--- src/lsr_pkg.sv ---
// package for the light sensor status register block
// assumes a 10 MHz system clock and an 8-bit command code register port
package lsr_pkg;
    localparam int unsigned CLK_HZ = 10_000_000;
    localparam logic [7:0] CMD_POWER_SAVE = 8'h03;
    localparam logic [7:0] CMD_AMBIENT = 8'h04;
    localparam logic [7:0] CMD_WHITE = 8'h05;
    localparam logic [7:0] CMD_STATUS = 8'h06;
    localparam logic [7:0] CMD_IDENT = 8'h07;
    localparam int PS_ENABLE_BIT = 0;
    localparam int PS_MODE_LSB = 1;
    localparam int PS_MODE_MSB = 2;
    localparam int LOW_FLAG_BIT = 15;
    localparam int HIGH_FLAG_BIT = 14;
    localparam logic [2:0] PS_RESET = 3'h0;
    localparam logic [7:0] ADDR_OPT_A_CODE = 8'h20;
    localparam logic [7:0] ADDR_OPT_B_CODE = 8'h90;
    // idle time per mode in ms: refresh = integration + idle
    localparam int unsigned IDLE_MS_MODE1 = 500;
    localparam int unsigned IDLE_MS_MODE2 = 1000;
    localparam int unsigned IDLE_MS_MODE3 = 2000;
    localparam int unsigned IDLE_MS_MODE4 = 4000;
    localparam int unsigned CYC_PER_MS = CLK_HZ / 1000;
    typedef enum logic [1:0] {
        LSR_MODE1 = 2'b00,
        LSR_MODE2 = 2'b01,
        LSR_MODE3 = 2'b10,
        LSR_MODE4 = 2'b11
    } lsr_mode_t;
endpackage : lsr_pkg

--- src/lsr_refresh_if.sv ---
// interface between the register block and its refresh timer
// assumes both ends run on the same clock
`timescale 1ns/1ps
interface lsr_refresh_if;
    import lsr_pkg::*;
    logic enable;
    lsr_mode_t mode;
    logic [31:0] integ_cycles;
    logic tick;
    modport ctrl (output enable, output mode, output integ_cycles, input tick);
    modport timer (input enable, input mode, input integ_cycles, output tick);
endinterface : lsr_refresh_if

--- src/lsr_refresh_timer.sv ---
// refresh timer for power saving operation
// assumes enable and mode come from registers on the same clock
`timescale 1ns/1ps
module lsr_refresh_timer #(
    parameter int unsigned MS_SCALE = lsr_pkg::CYC_PER_MS
) (
    input wire logic clk_i,
    input wire logic sys_rst_i,
    lsr_refresh_if.timer rf
);
    import lsr_pkg::*;
    logic [31:0] count_reg;
    logic [31:0] idle_cycles;
    logic [31:0] period;

    always_comb begin
        unique case (rf.mode)
            LSR_MODE1: idle_cycles = 32'(IDLE_MS_MODE1 * MS_SCALE);
            LSR_MODE2: idle_cycles = 32'(IDLE_MS_MODE2 * MS_SCALE);
            LSR_MODE3: idle_cycles = 32'(IDLE_MS_MODE3 * MS_SCALE);
            LSR_MODE4: idle_cycles = 32'(IDLE_MS_MODE4 * MS_SCALE);
        endcase
        period = rf.integ_cycles + idle_cycles;
    end

    // counter restarts whenever power saving is off
    always_ff @(posedge clk_i or posedge sys_rst_i) begin
        if (sys_rst_i) begin
            count_reg <= 32'h0;
        end else if (!rf.enable || count_reg >= period - 32'h1) begin
            count_reg <= 32'h0;
        end else begin
            count_reg <= count_reg + 32'h1;
        end
    end

    always_ff @(posedge clk_i or posedge sys_rst_i) begin
        if (sys_rst_i) begin
            rf.tick <= 1'b0;
        end else begin
            rf.tick <= rf.enable && (count_reg >= period - 32'h1);
        end
    end
endmodule : lsr_refresh_timer

--- src/lsr_status_regs.sv ---
// register block: power saving, results, threshold flags, identity
// assumes the link front end gives one-cycle read and write strobes with a command code
`timescale 1ns/1ps
module lsr_status_regs #(
    parameter logic [7:0] DEVICE_ID = 8'h5a, // arbitrary value
    parameter logic [7:0] OPT_A_ID = 8'h3c, // arbitrary value
    parameter logic [7:0] OPT_B_ID = 8'h3d, // arbitrary value
    parameter int unsigned MS_SCALE = lsr_pkg::CYC_PER_MS
) (
    input wire logic clk_i,
    input wire logic sys_rst_i,
    input wire logic [7:0] cmd_code_i,
    input wire logic wr_stb_i,
    input wire logic [15:0] wr_data_i,
    input wire logic rd_stb_i,
    output logic [15:0] rd_data_o,
    input wire logic [7:0] bus_addr_option_i,
    input wire logic [15:0] ambient_result_value_i,
    input wire logic [15:0] white_result_i,
    input wire logic result_valid_i,
    input wire logic [15:0] high_window_i,
    input wire logic [15:0] low_window_i,
    input wire logic threshold_event_enable_i,
    input wire logic [31:0] integration_cycles_i,
    output logic power_save_enable_o,
    output lsr_pkg::lsr_mode_t power_save_mode_select_o,
    output logic refresh_o,
    output logic low_crossing_flag_o,
    output logic high_crossing_flag_o
);
    import lsr_pkg::*;

    // ----------------------------------------
    // power saving register
    // ----------------------------------------
    logic [2:0] ps_reg;
    lsr_refresh_if rf_bus ();

    always_ff @(posedge clk_i or posedge sys_rst_i) begin
        if (sys_rst_i) begin
            ps_reg <= PS_RESET;
        end else if (wr_stb_i && cmd_code_i == CMD_POWER_SAVE) begin
            // upper bits are dropped, so a careless host cannot set them
            ps_reg <= wr_data_i[PS_MODE_MSB:PS_ENABLE_BIT];
        end
    end

    assign rf_bus.enable = ps_reg[PS_ENABLE_BIT];
    assign rf_bus.mode = lsr_mode_t'(ps_reg[PS_MODE_MSB:PS_MODE_LSB]);
    assign rf_bus.integ_cycles = integration_cycles_i;

    lsr_refresh_timer #(.MS_SCALE(MS_SCALE)) u_timer (
        .clk_i(clk_i),
        .sys_rst_i(sys_rst_i),
        .rf(rf_bus)
    );

    always_ff @(posedge clk_i or posedge sys_rst_i) begin
        if (sys_rst_i) begin
            power_save_enable_o <= 1'b0;
            power_save_mode_select_o <= LSR_MODE1;
            refresh_o <= 1'b0;
        end else begin
            power_save_enable_o <= ps_reg[PS_ENABLE_BIT];
            power_save_mode_select_o <= lsr_mode_t'(ps_reg[PS_MODE_MSB:PS_MODE_LSB]);
            refresh_o <= rf_bus.tick;
        end
    end

    // ----------------------------------------
    // threshold crossing flags
    // ----------------------------------------
    logic low_hit;
    logic high_hit;
    logic status_rd;
    logic low_flag_reg;
    logic high_flag_reg;

    // flags only arise on a fresh result while events are enabled
    assign low_hit = result_valid_i && threshold_event_enable_i
                     && ambient_result_value_i < low_window_i;
    assign high_hit = result_valid_i && threshold_event_enable_i
                      && ambient_result_value_i > high_window_i;
    assign status_rd = rd_stb_i && cmd_code_i == CMD_STATUS;

    // set wins over the clear from a status read in the same cycle
    always_ff @(posedge clk_i or posedge sys_rst_i) begin
        if (sys_rst_i) begin
            low_flag_reg <= 1'b0;
        end else if (low_hit) begin
            low_flag_reg <= 1'b1;
        end else if (status_rd) begin
            low_flag_reg <= 1'b0;
        end
    end

    always_ff @(posedge clk_i or posedge sys_rst_i) begin
        if (sys_rst_i) begin
            high_flag_reg <= 1'b0;
        end else if (high_hit) begin
            high_flag_reg <= 1'b1;
        end else if (status_rd) begin
            high_flag_reg <= 1'b0;
        end
    end

    always_ff @(posedge clk_i or posedge sys_rst_i) begin
        if (sys_rst_i) begin
            low_crossing_flag_o <= 1'b0;
            high_crossing_flag_o <= 1'b0;
        end else begin
            low_crossing_flag_o <= low_flag_reg;
            high_crossing_flag_o <= high_flag_reg;
        end
    end

    // ----------------------------------------
    // read data
    // ----------------------------------------
    logic [7:0] opt_id;
    logic [15:0] rd_next;

    // address option outside the two known codes reads as option a
    assign opt_id = (bus_addr_option_i == ADDR_OPT_B_CODE) ? OPT_B_ID : OPT_A_ID;

    always_comb begin
        rd_next = 16'h0000;
        unique case (cmd_code_i)
            CMD_POWER_SAVE: rd_next = {13'h0000, ps_reg};
            CMD_AMBIENT: rd_next = ambient_result_value_i;
            CMD_WHITE: rd_next = white_result_i;
            CMD_STATUS: rd_next = {low_flag_reg, high_flag_reg, 14'h0000};
            CMD_IDENT: rd_next = {opt_id, DEVICE_ID};
            default: rd_next = 16'h0000;
        endcase
    end

    // read-only codes have no write path, so writes there are dropped
    always_ff @(posedge clk_i or posedge sys_rst_i) begin
        if (sys_rst_i) begin
            rd_data_o <= 16'h0000;
        end else if (rd_stb_i) begin
            rd_data_o <= rd_next;
        end
    end

    // ----------------------------------------
    // checks
    // ----------------------------------------
    a_ps_write_lands: assert property (@(posedge clk_i) disable iff (sys_rst_i)
        wr_stb_i && cmd_code_i == CMD_POWER_SAVE |=> ##1
        power_save_mode_select_o == lsr_mode_t'($past(wr_data_i[2:1], 2)))
        else $error("mode select did not follow write");
    a_ps_enable_lands: assert property (@(posedge clk_i) disable iff (sys_rst_i)
        wr_stb_i && cmd_code_i == CMD_POWER_SAVE |=> ##1 power_save_enable_o == $past(wr_data_i[0], 2))
        else $error("enable did not follow write");
    a_ambient_read: assert property (@(posedge clk_i) disable iff (sys_rst_i)
        rd_stb_i && cmd_code_i == CMD_AMBIENT |=> rd_data_o == $past(ambient_result_value_i))
        else $error("ambient read wrong");
    a_white_read: assert property (@(posedge clk_i) disable iff (sys_rst_i)
        rd_stb_i && cmd_code_i == CMD_WHITE |=> rd_data_o == $past(white_result_i))
        else $error("white read wrong");
    a_low_flag_set: assert property (@(posedge clk_i) disable iff (sys_rst_i)
        low_hit |=> ##1 low_crossing_flag_o)
        else $error("low flag not set");
    a_high_flag_set: assert property (@(posedge clk_i) disable iff (sys_rst_i)
        high_hit |=> ##1 high_crossing_flag_o)
        else $error("high flag not set");
    a_status_reserved: assert property (@(posedge clk_i) disable iff (sys_rst_i)
        rd_stb_i && cmd_code_i == CMD_STATUS |=> rd_data_o[13:0] == 14'h0000)
        else $error("status reserved bits nonzero");
    a_ident_read: assert property (@(posedge clk_i) disable iff (sys_rst_i)
        rd_stb_i && cmd_code_i == CMD_IDENT |=> rd_data_o[7:0] == DEVICE_ID)
        else $error("identity low byte wrong");
    a_no_flag_disabled: assert property (@(posedge clk_i) disable iff (sys_rst_i)
        !threshold_event_enable_i && !low_flag_reg && !status_rd |=> !low_flag_reg)
        else $error("flag set while events disabled");
    a_status_clears: assert property (@(posedge clk_i) disable iff (sys_rst_i)
        status_rd && !low_hit && !high_hit |=> !low_flag_reg && !high_flag_reg)
        else $error("status read did not clear flags");
    a_high_no_disabled: assert property (@(posedge clk_i) disable iff (sys_rst_i)
        !threshold_event_enable_i && !high_flag_reg && !status_rd |=> !high_flag_reg)
        else $error("high flag set while events disabled");
    a_ps_reserved_zero: assert property (@(posedge clk_i) disable iff (sys_rst_i)
        rd_stb_i && cmd_code_i == CMD_POWER_SAVE |=> rd_data_o[15:3] == 13'h0000)
        else $error("power saving reserved bits nonzero");
    a_ident_opt_a: assert property (@(posedge clk_i) disable iff (sys_rst_i)
        rd_stb_i && cmd_code_i == CMD_IDENT && bus_addr_option_i == ADDR_OPT_A_CODE
        |=> rd_data_o[15:8] == OPT_A_ID)
        else $error("identity high byte wrong for option a");
    a_ident_opt_b: assert property (@(posedge clk_i) disable iff (sys_rst_i)
        rd_stb_i && cmd_code_i == CMD_IDENT && bus_addr_option_i == ADDR_OPT_B_CODE
        |=> rd_data_o[15:8] == OPT_B_ID)
        else $error("identity high byte wrong for option b");
    a_unmapped_zero: assert property (@(posedge clk_i) disable iff (sys_rst_i)
        rd_stb_i && (cmd_code_i < CMD_POWER_SAVE || cmd_code_i > CMD_IDENT) |=> rd_data_o == 16'h0000)
        else $error("unmapped code read nonzero");
    a_ro_write_ignored: assert property (@(posedge clk_i) disable iff (sys_rst_i)
        wr_stb_i && cmd_code_i != CMD_POWER_SAVE |=> $stable(ps_reg))
        else $error("write to read-only code changed power saving");
    a_read_data_holds: assert property (@(posedge clk_i) disable iff (sys_rst_i)
        !rd_stb_i |=> $stable(rd_data_o))
        else $error("read data moved without a read");
    a_refresh_off: assert property (@(posedge clk_i) disable iff (sys_rst_i)
        !ps_reg[PS_ENABLE_BIT] |=> ##1 !refresh_o)
        else $error("refresh pulse while power saving off");
    a_refresh_single: assert property (@(posedge clk_i) disable iff (sys_rst_i)
        refresh_o |=> !refresh_o)
        else $error("refresh pulse longer than one cycle");
endmodule : lsr_status_regs

--- config.mk ---
export PLATFORM = sky130hd
export DESIGN_NAME = lsr_status_regs
export DESIGN_NICKNAME = d
export VERILOG_FILES = /design/src/lsr_pkg.sv /design/src/lsr_refresh_if.sv /design/src/lsr_refresh_timer.sv /design/src/lsr_status_regs.sv
export SDC_FILE = /design/constraint.sdc
export NUM_CORES = 1
export LEC_CHECK = 0
export ABC_AREA = 1
export BUFFER_PORTS_ARGS = -buffer_cell sky130_fd_sc_hd__buf_2
export CAP_MARGIN = 20
export CORE_MARGIN = 1.5
export CORE_UTILIZATION = 50
export DETAILED_ROUTE_END_ITERATION = 7
export PLACE_DENSITY = 0.74
export SLEW_MARGIN = 20
export SYNTH_ARGS = -nofsm -noshare
export SYNTH_HDL_FRONTEND = slang
export SYNTH_SLANG_ARGS = --single-unit
--- constraint.sdc ---
create_clock -name clk_i -period 4.3 [get_ports clk_i]
set_clock_uncertainty 0.1 [all_clocks]
set_input_delay 0.215 -clock clk_i [delete_from_list [all_inputs] [get_ports clk_i]]
set_output_delay 0.215 -clock clk_i [all_outputs]
set_load 0.05 [all_outputs]
# [Word level (Yosys, flattened, before mapping)]
# Cells that the tools add are included.
[classes] mux=7 n_lt_le_gt_ge=3 n_reduce_logical=11 eq_ne=9 add_sub_neg=3
[ops] op="32-bit one-hot mux with 4 select lines" count=1
[ops] op="16-bit one-hot mux with 5 select lines" count=1
[ops] op="32-bit by 1-bit adder with 32-bit output (second input constant)" count=1
[ops] op="32-bit adder" count=1
[ops] op="8-bit by 3-bit equality test with 1-bit output (second input constant)" count=4
[ops] op="32-bit >= comparator" count=1
[ops] op="32-bit 2-to-1 mux" count=1
[ops] op="32-bit by 1-bit subtractor with 32-bit output (second input constant)" count=1
[ops] op="16-bit > comparator" count=1
[ops] op="16-bit < comparator" count=1
[ops] op="8-bit by 2-bit equality test with 1-bit output (second input constant)" count=1
[ops] op="8-bit equality test (second input constant)" count=1
[ops] op="1-bit logical AND" count=6
[ops] op="2-bit equality test (second input constant)" count=2
[ops] op="1-bit 2-to-1 mux" count=4
[ops] op="2-bit nonzero test" count=2
[ops] op="2-bit by 1-bit equality test with 1-bit output (second input constant)" count=1
[ops] op="2-bit zero test" count=1
[ops] op="1-bit zero test" count=1
[ops] op="1-bit logical OR" count=1
[totals] regBits=60

# [Logic depth before layout (Yosys ltp)]
# Gate-level depths: netlist (run 1).
[logic_depth] ltp_word=7 depth_mapped=26 ltp_nobuf=25

# [By module]
# A second synthesis (run 1) with hierarchy kept.
[unflattened] hier_cells=1095 hier_area_um2=7120.6
[by_module_without_submodules] module="lsr_refresh_timer" area_per_inst_um2=4904.7 seq_area_each_um2=825.8 cells_per_inst=772 instances=1
[by_module_without_submodules] module="lsr_status_regs" area_per_inst_um2=2215.9 seq_area_each_um2=675.6 cells_per_inst=323 instances=1

# [Worst setup path before layout (run 1)]
# Ideal clock, no wire load.
[synth_timing] path_type="register to register" startpoint="register ps_reg[1]" endpoint="register u_timer.count_reg[10]" stages_incl_launch_ff=23 period_less_slack_ps=3600 t_required_ps=4080 slack_ps=700 arrival_ps=3380 cell_sequence="dfrtp_1 -> inv_1 -> ha_1 -> inv_1 -> ha_1 -> inv_1 -> ha_1 -> a21oi_1 -> o21ai_0 -> a21oi_1 -> nor2_1 -> nor2_1 -> nand2_1 -> nand2_1 -> nand2_1 -> ha_1 -> nand2_1 -> nor3_1 -> and3_1 -> nand2_1 -> nand3_1 -> buf_2 -> nor2_1"
[synth_via] elab_chain_len=7
[synth_rtl] item="start: declaration" line_no="lsr_status_regs.sv:36" source="logic [2:0] ps_reg;"
[synth_rtl] item="start signal: assignment" line_no="lsr_status_regs.sv:44" source="ps_reg <= wr_data_i[PS_MODE_MSB:PS_ENABLE_BIT];"
[synth_rtl] item="2-bit equality test, or another cell as far along" line_no="lsr_refresh_timer.sv:17" source="unique case (rf.mode)"
[synth_rtl] item="32-bit one-hot mux with 4 select lines *" line_no="lsr_refresh_timer.sv:17"
[synth_rtl] item="32-bit adder *" line_no="lsr_refresh_timer.sv:23" source="period = rf.integ_cycles + idle_cycles;"
[synth_rtl] item="32-bit by 1-bit subtractor with 32-bit output *" line_no="lsr_refresh_timer.sv:30" source="end else if (!rf.enable || count_reg >= period - 32'h1) begin"
[synth_rtl] item="32-bit >= comparator *" line_no="lsr_refresh_timer.sv:30"
[synth_rtl] item="1-bit logical OR *" line_no="lsr_refresh_timer.sv:30"
[synth_rtl] item="32-bit 2-to-1 mux *" line_no="lsr_refresh_timer.sv:30"
[synth_rtl] item="end signal: assignment" line_no="lsr_refresh_timer.sv:33" source="count_reg <= count_reg + 32'h1;"
[synth_rtl] item="end: declaration" line_no="lsr_refresh_timer.sv:12" source="logic [31:0] count_reg;"
# Mark *: on every way between the ends. The rest lies on a longest branch, timed or not. The select of a mux whose other input is x is not followed.
# A chain may end at the register's enable or synchronous reset.

# [Final worst setup path (run 1)]
[layout_timing] startpoint="register ps_reg[2]" endpoint="register u_timer.count_reg[8]"
# Same word-level chain as after synthesis.

==> results of run 1 <==
==> worst max-delay path by stage <==
stage                    from                    end  slack [ns]  depth (start not counted)
floorplan           ps_reg[1]  u_timer.count_reg[10]        0.70                         22
global placement    ps_reg[2]  u_timer.count_reg[13]        0.28                         22
detailed placement  ps_reg[2]  u_timer.count_reg[20]        0.14                         22
CTS                 ps_reg[2]  u_timer.count_reg[28]        0.12                         22
global route        ps_reg[2]  u_timer.count_reg[28]       -0.03                         24
finish              ps_reg[2]   u_timer.count_reg[8]        0.24                         21
==> per-layer routing <==
metal / part of all wire, % / up-vias
li1: - / 3706
met1: 44 / 3187
met2: 49 / 195
met3: 5.5 / 23
met4: 1.5 / 0
met5: 0 / -
==> layout by cell type, fill, tap and decap left out, types with 9 or more instances in the layout <==
| cell | n |
|---|---|
| xor2_1 | 23 |
| inv_1 | 168 |
| a21oi_1 | 59 |
| nor2_1 | 108 |
| nor3_1 | 22 |
| ha_1 | 114 |
| nor2_2 | 9 |
| xnor2_1 | 26 |
| nand3_1 | 80 |
| o21ai_0 | 21 |
| nand2_1 | 247 |
| buf_2 | 142 |
| dfrtp_1 | 60 |
| nand4_1 | 20 |
| clkbuf_16 | 10 |
==> cells by family after synthesis <==
| kind of cell | synth area share, % |
|---|---|
| AOI/OAI and AO/OA | 9.006 |
| xor gates and xnor gates | 6.057 |
| adders and majority gates | 21.30 |
| buffers and inverters | 9.889 |
| DFF | 21.19 |
| muxes | 0.2118 |
| and+or+nand+nor | 32.35 |
==> worst reg2reg max path, cell delays in order (launching register included) <==
cell	delay (ns)
dfrtp_1	0.39
inv_1	0.12
ha_2	0.38
inv_1	0.08
ha_1	0.27
inv_1	0.04
ha_2	0.37
nand2_1	0.13
nor2_2	0.16
inv_1	0.09
nor3_1	0.21
nand2_1	0.11
nand3b_1	0.10
nand2_1	0.09
ha_1	0.30
nand4_1	0.12
nor3_2	0.22
and3_1	0.18
nand2_1	0.11
nand3_4	0.15
clkbuf_16	0.19
nor2_1	0.05
==> repair_timing <==
action                     in CTS  in global routing
hold endpoints to repair        0                  0
resized for setup               0                 34
buffers inserted                0                  3
hold buffers                    0                  0
setup endpoints to repair       0                 33
==> through the flow <==
step	util (%)	cell area, um^2	power (uW)	TNS (ns)
CTS	59.81	8302	1986	0
global placement	57.70	8009	1243	0
finish	60.91	8454	2000	0
global route	60.91	8454	2138	-0.1171
detailed placement	57.70	8009	1254	0
floorplan	-	7086	1054	0
==> layout make-up <==
class	instances	area (um^2)	share of cell area, %
timing repair buffer	150	800.8	9.472
multi-input combinational	806	4989	59.01
clock buffer	10	229.0	2.708
tap	180	225.2	2.664
clock inverter	6	63.81	0.7548
sequential	60	1501	17.76
inverter	172	645.6	7.637
==> power by group through the flow <==
stage          clock network, uW  logic (uW)  registers, uW
2_1_floorplan                  0         460            594
3_3_place_gp                   0         659            584
3_5_place_dp                   0         671            584
4_1_cts                      737         675            574
5_1_grt                      764         799            574
6_report                     723         703            574
==> impl_metrics.prom, run 1 <==
# TYPE chip_impl_metric gauge
chip_impl_metric{name="min_period",unit="ns"} 4.060
chip_impl_metric{name="synth.lib_cells_used.distinct",unit=""} 41
chip_impl_metric{name="groute.layer.met1.usage",unit="%"} 30.56
chip_impl_metric{name="final-max-slew-violation-count",unit=""} 0
chip_impl_metric{name="cts_htree_levels",unit=""} 3
chip_impl_metric{name="worstPathArrival",unit="ns"} 4.17
chip_impl_metric{name="clk_pin_slew_worst_paths",unit="ns"} 0.06
chip_impl_metric{name="synth_seq_cells",unit=""} 60
chip_impl_metric{name="internal_power",unit="uW"} 1291
chip_impl_info{name="timing.critical_path.max_delay_family",value="simple AND/OR/NAND/NOR gates"} 1
chip_impl_metric{name="cts.path.max_buffers",unit=""} 2
chip_impl_metric{name="core-area",unit="mm^2"} 0.01388
chip_impl_metric{name="grt_max_degree",unit=""} 61
chip_impl_metric{name="data_required_time_of_the_worst_path",unit="ns"} 4.41
chip_impl_metric{name="dieArea",unit="mm^2"} 0.01489
chip_impl_metric{name="route.vias.total",unit=""} 7111
chip_impl_metric{name="power_switching",unit="uW"} 709.3
chip_impl_metric{name="path_buf_inv",unit=""} 5
chip_impl_metric{name="synth_enable_flop_cells",unit=""} 0
chip_impl_metric{name="synth_top_area_share",unit="%"} 21.19
chip_impl_info{name="ctsRootBufferMaster",value="clkbuf_16"} 1
chip_impl_metric{name="timing.final.hold_violations",unit=""} 3
chip_impl_metric{name="holdWs",unit="ns"} -0.006254
chip_impl_metric{name="power.ir.vdd_worst",unit="mV"} 0.1993
chip_impl_info{name="synth_top_area_cell",value="dfrtp_1"} 1
chip_impl_metric{name="pwr-share-clk",unit="%"} 36.2
chip_impl_metric{name="portBuffers",unit=""} 142
chip_impl_metric{name="switching_share",unit="%"} 35.45
chip_impl_info{name="grt-busiest-layer",value="met2"} 1
chip_impl_metric{name="sequentialPowerShare",unit="%"} 28.7
chip_impl_metric{name="relSlewSlack",unit="%"} 41.69
chip_impl_metric{name="cts_inserted_buffers",unit=""} 9
chip_impl_metric{name="power.combinational.fraction",unit="%"} 35.1
chip_impl_metric{name="clock_sinks",unit=""} 60
chip_impl_metric{name="ys_seq_area_share",unit="%"} 21.19
chip_impl_metric{name="finalSetupViolations",unit=""} 0
chip_impl_metric{name="grt_use_met3",unit="%"} 4.822
chip_impl_metric{name="grt_first_pass_wirelength",unit="mm"} 29.97
chip_impl_metric{name="grt_pass1_vias",unit=""} 6632
chip_impl_metric{name="final_nets",unit=""} 1453
chip_impl_metric{name="reg2reg_depth",unit=""} 21
chip_impl_metric{name="n_antenna_cell",unit=""} 0
chip_impl_info{name="slowest_cell_on_the_critical_path",value="dfrtp_1"} 1
chip_impl_metric{name="async_reset_ff_share",unit="%"} 100.0
chip_impl_metric{name="drt-pass1-iter-count",unit=""} 6
chip_impl_info{name="cp_cell_sequence",value="inv_1 > ha_2 > inv_1 > ha_1 > inv_1 > ha_2 > nand2_1 > nor2_2 > inv_1 > nor3_1 > nand2_1 > nand3b_1 > nand2_1 > ha_1 > nand4_1 > nor3_2 > and3_1 > nand2_1 > nand3_4 > clkbuf_16 > nor2_1"} 1
chip_impl_metric{name="finalCritPeriodShare",unit="%"} 94.41
chip_impl_metric{name="first_iter_violations",unit=""} 423
chip_impl_metric{name="yosys_warnings",unit=""} 0
chip_impl_metric{name="post_layout_nonfiller_instances",unit=""} 1384
chip_impl_metric{name="viasPerCell",unit=""} 5.138
chip_impl_info{name="failed_checks",value="hold timing"} 1
chip_impl_metric{name="critPathMaxFanout",unit=""} 16
chip_impl_metric{name="post-route-worst-setup-slack",unit="ns"} 0.2402
chip_impl_metric{name="rrSetupSlack",unit="ns"} 0.24
chip_impl_metric{name="drv_cap",unit=""} 0
chip_impl_metric{name="postRouteWirelength",unit="mm"} 18.68
chip_impl_metric{name="overflow",unit=""} 0
chip_impl_metric{name="antenna_found_initial",unit=""} 0
chip_impl_info{name="path_type_of_the_worst_setup_path",value="flip-flop to flip-flop"} 1
chip_impl_metric{name="post_syn_instances",unit=""} 1048
chip_impl_metric{name="dp_hpwl",unit="mm"} 15.51
chip_impl_metric{name="drive_gt1_share",unit="%"} 17.69
chip_impl_info{name="setup.worst_path.end_class",value="flip-flop"} 1
chip_impl_metric{name="tightest_slew",unit="ns"} 0.8737
chip_impl_metric{name="average_wire_per_standard_cell",unit="um"} 13.50
chip_impl_info{name="worstHoldPathType",value="primary input to asynchronous set/reset pin"} 1
chip_impl_metric{name="groute.usage.overall",unit="%"} 25.35
chip_impl_metric{name="die-width",unit="um"} 122.0
chip_impl_metric{name="initial_utilization",unit="%"} 51.05
chip_impl_metric{name="antenna_left",unit=""} 0
chip_impl_metric{name="max_ffs_per_register",unit=""} 32
chip_impl_metric{name="grt.met2_usage",unit="%"} 46.00
chip_impl_metric{name="synth_nets",unit=""} 1302
chip_impl_metric{name="syn_avg_cell_area",unit="um^2"} 6.761
chip_impl_metric{name="maxClockFrequency",unit="MHz"} 246.3
chip_impl_metric{name="post-route-drc-count",unit=""} 0
chip_impl_info{name="critical_path.reg2reg.endpoint",value="u_timer.count_reg[8]"} 1
chip_impl_metric{name="synth.cell_area",unit="mm^2"} 0.007086
chip_impl_info{name="synth.top_cells.by_area",value="dfrtp_1 (21%), ha_1 (21%), nand2_1 (13%), inv_1 (9.0%), nor2_1 (6.0%)"} 1
chip_impl_metric{name="num-fill-cells",unit=""} 1333
chip_impl_info{name="cell_types_with_the_highest_counts_after_synthesis",value="nand2_1 (249), inv_1 (170), ha_1 (119)"} 1
chip_impl_metric{name="placed_cells",unit=""} 1364
chip_impl_info{name="worst_setup_path_start_kind",value="flip-flop"} 1
chip_impl_metric{name="timing.critical_path.slowest_cell_delay",unit="ns"} 0.39
chip_impl_metric{name="globalplace.congestion",unit=""} 0.9197
chip_impl_info{name="crit-reg2reg-launch",value="ps_reg[2]"} 1
chip_impl_info{name="ys.flop_type",value="dfrtp_1"} 1
chip_impl_metric{name="design.portCount",unit=""} 156
chip_impl_info{name="cts_tree",value="done"} 1
chip_impl_metric{name="area.growth.synth_to_final",unit="%"} 19.32
chip_impl_metric{name="pwr_density_cell",unit="mW/mm^2"} 236.6
chip_impl_info{name="run_status",value="finished with violations"} 1
chip_impl_info{name="synthMostInstantiatedCell",value="nand2_1"} 1
chip_impl_metric{name="clock_latency",unit="ns"} 0.33
chip_impl_metric{name="floorplan.die.height",unit="um"} 122.0
chip_impl_metric{name="place_worst_setup_slack",unit="ns"} 0.1443
chip_impl_metric{name="num_rows",unit=""} 43
chip_impl_metric{name="total_leakage_power",unit="uW"} 0.004551
(Power assumes the default switching activity.)
==> inputs of run 2 (changes only) <==
--- a/config.mk
+++ b/config.mk
@@ -6,7 +6,8 @@
 export NUM_CORES = 1
 export LEC_CHECK = 0
 export ABC_AREA = 1
-export BUFFER_PORTS_ARGS = -buffer_cell sky130_fd_sc_hd__buf_2
+export ABC_CLOCK_PERIOD_IN_PS = 4300
+export BUFFER_PORTS_ARGS = -buffer_cell sky130_fd_sc_hd__clkbuf_2
 export CAP_MARGIN = 20
 export CORE_MARGIN = 1.5
 export CORE_UTILIZATION = 50
==> impl_metrics.prom, run 2 (same netlist as run 1, synthesis figures left out) <==
# TYPE chip_impl_metric gauge
chip_impl_metric{name="final-max-slew-violation-count",unit=""} 0
chip_impl_metric{name="die-width",unit="um"} 122.0
chip_impl_info{name="path_common_cell",value="nand2_1"} 1
chip_impl_metric{name="grt_pass1_vias",unit=""} 6607
chip_impl_metric{name="fin_total_pwr",unit="uW"} 2046
chip_impl_metric{name="n_antenna_cell",unit=""} 0
chip_impl_metric{name="finalSetupViolations",unit=""} 0
chip_impl_metric{name="area.growth.synth_to_final",unit="%"} 18.51
chip_impl_metric{name="place_worst_setup_slack",unit="ns"} 0.1882
chip_impl_info{name="path_type_of_the_worst_setup_path",value="flip-flop to flip-flop"} 1
chip_impl_metric{name="overflow",unit=""} 0
chip_impl_metric{name="drive_gt1_share",unit="%"} 16.93
chip_impl_metric{name="antenna_found_initial",unit=""} 0
chip_impl_metric{name="timing.critical_path.slowest_cell_delay",unit="ns"} 0.40
chip_impl_metric{name="first_iter_violations",unit=""} 357
chip_impl_metric{name="viasPerCell",unit=""} 5.164
chip_impl_metric{name="post_cts_hold_buffers",unit=""} 0
chip_impl_metric{name="maxClockFrequency",unit="MHz"} 249.6
chip_impl_info{name="cts_tree",value="done"} 1
chip_impl_metric{name="floorplan.die.height",unit="um"} 122.0
chip_impl_info{name="mostFrequentLayoutCell",value="nand2_1"} 1
chip_impl_metric{name="clk_pin_slew_worst_paths",unit="ns"} 0.05
chip_impl_metric{name="cts_setup_buffers",unit=""} 0
chip_impl_info{name="timing.critical_path.max_delay_family",value="adder cells"} 1
chip_impl_metric{name="critPathMaxFanout",unit=""} 32
chip_impl_info{name="cp_cell_sequence",value="inv_2 > ha_2 > inv_1 > ha_1 > inv_1 > ha_1 > a21oi_2 > o21ai_0 > a21oi_1 > nor2_1 > nor2_1 > nand2_1 > nand2_1 > nand2_1 > ha_1 > a21oi_1 > o21a_1 > nand2_1 > a21oi_1 > nand3_1 > buf_12 > nor2_1"} 1
chip_impl_metric{name="total_leakage_power",unit="uW"} 0.004547
chip_impl_metric{name="timing.final.hold_violations",unit=""} 3
chip_impl_info{name="run_status",value="finished with violations"} 1
chip_impl_metric{name="tightest_slew",unit="ns"} 0.8580
chip_impl_metric{name="post-route-worst-setup-slack",unit="ns"} 0.2944
chip_impl_metric{name="finalCritPeriodShare",unit="%"} 93.15
chip_impl_metric{name="min_period",unit="ns"} 4.006
chip_impl_metric{name="design.portCount",unit=""} 156
chip_impl_metric{name="portBuffers",unit=""} 142
chip_impl_info{name="worst_setup_path_start_kind",value="flip-flop"} 1
chip_impl_metric{name="cts.path.max_buffers",unit=""} 2
chip_impl_metric{name="post-route-drc-count",unit=""} 0
chip_impl_metric{name="power.ir.vdd_worst",unit="mV"} 0.1973
chip_impl_metric{name="totalNegativeSetupSlack",unit="ns"} 0
chip_impl_metric{name="average_wire_per_standard_cell",unit="um"} 13.40
chip_impl_metric{name="dieArea",unit="mm^2"} 0.01489
chip_impl_metric{name="data_required_time_of_the_worst_path",unit="ns"} 4.46
chip_impl_metric{name="holdWs",unit="ns"} -0.008951
chip_impl_metric{name="pwr_density_cell",unit="mW/mm^2"} 243.7
chip_impl_metric{name="post_cts.resized_instances",unit=""} 0
chip_impl_metric{name="cts_htree_levels",unit=""} 3
chip_impl_metric{name="clock_latency",unit="ns"} 0.33
chip_impl_metric{name="route.vias.total",unit=""} 7121
chip_impl_metric{name="grt_first_pass_wirelength",unit="mm"} 30.09
chip_impl_info{name="worstHoldPathType",value="primary input to asynchronous set/reset pin"} 1
chip_impl_metric{name="max_ffs_per_register",unit=""} 32
chip_impl_metric{name="drt-pass1-iter-count",unit=""} 5
chip_impl_metric{name="num_rows",unit=""} 43
chip_impl_metric{name="dp_hpwl",unit="mm"} 15.55
chip_impl_info{name="setup.worst_path.end_class",value="flip-flop"} 1
chip_impl_info{name="ctsRootBufferMaster",value="clkbuf_16"} 1
chip_impl_metric{name="finalInstanceArea",unit="mm^2"} 0.008397
chip_impl_info{name="mostFrequentLayoutCells",value="nand2_1 (247), inv_1 (167), clkbuf_2 (142)"} 1
chip_impl_metric{name="initial_utilization",unit="%"} 51.05
chip_impl_metric{name="groute.usage.overall",unit="%"} 25.62
chip_impl_metric{name="drv_cap",unit=""} 0
chip_impl_metric{name="postRouteWirelength",unit="mm"} 18.47
chip_impl_metric{name="final_nets",unit=""} 1449
chip_impl_metric{name="grt_max_degree",unit=""} 61
chip_impl_metric{name="cts_inserted_buffers",unit=""} 9
chip_impl_metric{name="clock_sinks",unit=""} 60
chip_impl_metric{name="path_buf_inv",unit=""} 4
chip_impl_metric{name="worstPathArrival",unit="ns"} 4.17
chip_impl_metric{name="relSlewSlack",unit="%"} 42.74
chip_impl_metric{name="antenna_left",unit=""} 0
chip_impl_metric{name="place_area",unit="mm^2"} 0.008009
chip_impl_info{name="failed_checks",value="hold timing"} 1
chip_impl_metric{name="core-area",unit="mm^2"} 0.01388
chip_impl_info{name="slowest_cell_on_the_critical_path",value="dfrtp_2"} 1
chip_impl_metric{name="globalplace.congestion",unit=""} 0.9208
==> run 2: changes by cell type in the layout (fill, tap and decap cells not counted), sizes merged <==
cell      before  now
clkbuf        11  153
buf          149    4
inv          172  171
clkinvlp       2    0
bufinv         1    2
==> run 2: where the power goes <==
part           leakage [uW]  internal, uW  total (uW)  switching [uW]
Combinational       0.00359           267         692             426
Sequential         0.000797           570         574            3.82
Clock              0.000156           520         779             260
Total               0.00455          1360        2050             689
==> run 2: area by class of cell <==
type / instances / area, um^2
Multi-Input combinational cell: 806 / 4954
Inverter: 172 / 645.6
Sequential cell: 60 / 1503
Timing Repair Buffer: 146 / 753.2
Tap cell: 180 / 225.2
Fill cell: 1376 / 5484
Clock inverter: 4 / 73.82
Clock buffer: 11 / 242.7
==> run 2: worst paths after layout <==
| kind | startpoint | slack (ns) | depth (start not counted) | end |
|---|---|---|---|---|
| worst min register to register | u_timer.rf.tick | 0.25 | 0 | refresh_o |
| worst max-delay path | ps_reg[2] | 0.29 | 22 | u_timer.count_reg[17] |
| min in group clk_i | wr_data_i[0] | 0.02 | 2 | ps_reg[0] |
| worst min-delay path | sys_rst_i | -0.009 | 3 | rd_data_o[14] |
| worst max register to register | ps_reg[2] | 0.29 | 22 | u_timer.count_reg[17] |
| max in group asynchronous | sys_rst_i | 3.55 | 3 | ps_reg[2] |
==> run 2: metrics by stage <==
step                      utilization (%)  cells
after floorplan                         -   1048
final                               60.49   1379
after global placement              57.70   1364
after detailed placement            57.70   1364
after global routing                60.49   1379
after CTS                           59.98   1379
==> run 2: worst register-to-register path, delay by kind of cell, from the launching register on <==
| kind | cells | cell delay (ns) |
|---|---|---|
| simple gates | 8 | 0.69 |
| flops | 1 | 0.40 |
| buf+inv | 4 | 0.38 |
| fa+ha+maj | 4 | 1.28 |
| compound gates | 6 | 1.07 |
==> run 2: routing by layer <==
metal	part of all wire, %	routed length, um	vias to the layer above	GRT usage [%]
met1	44	8112	3207	31.21
li1	-	-	3692	-
met4	2.0	362	0	7.941
met5	0	0	-	0
met3	6.1	1136	22	5.150
met2	48	8861	200	45.26
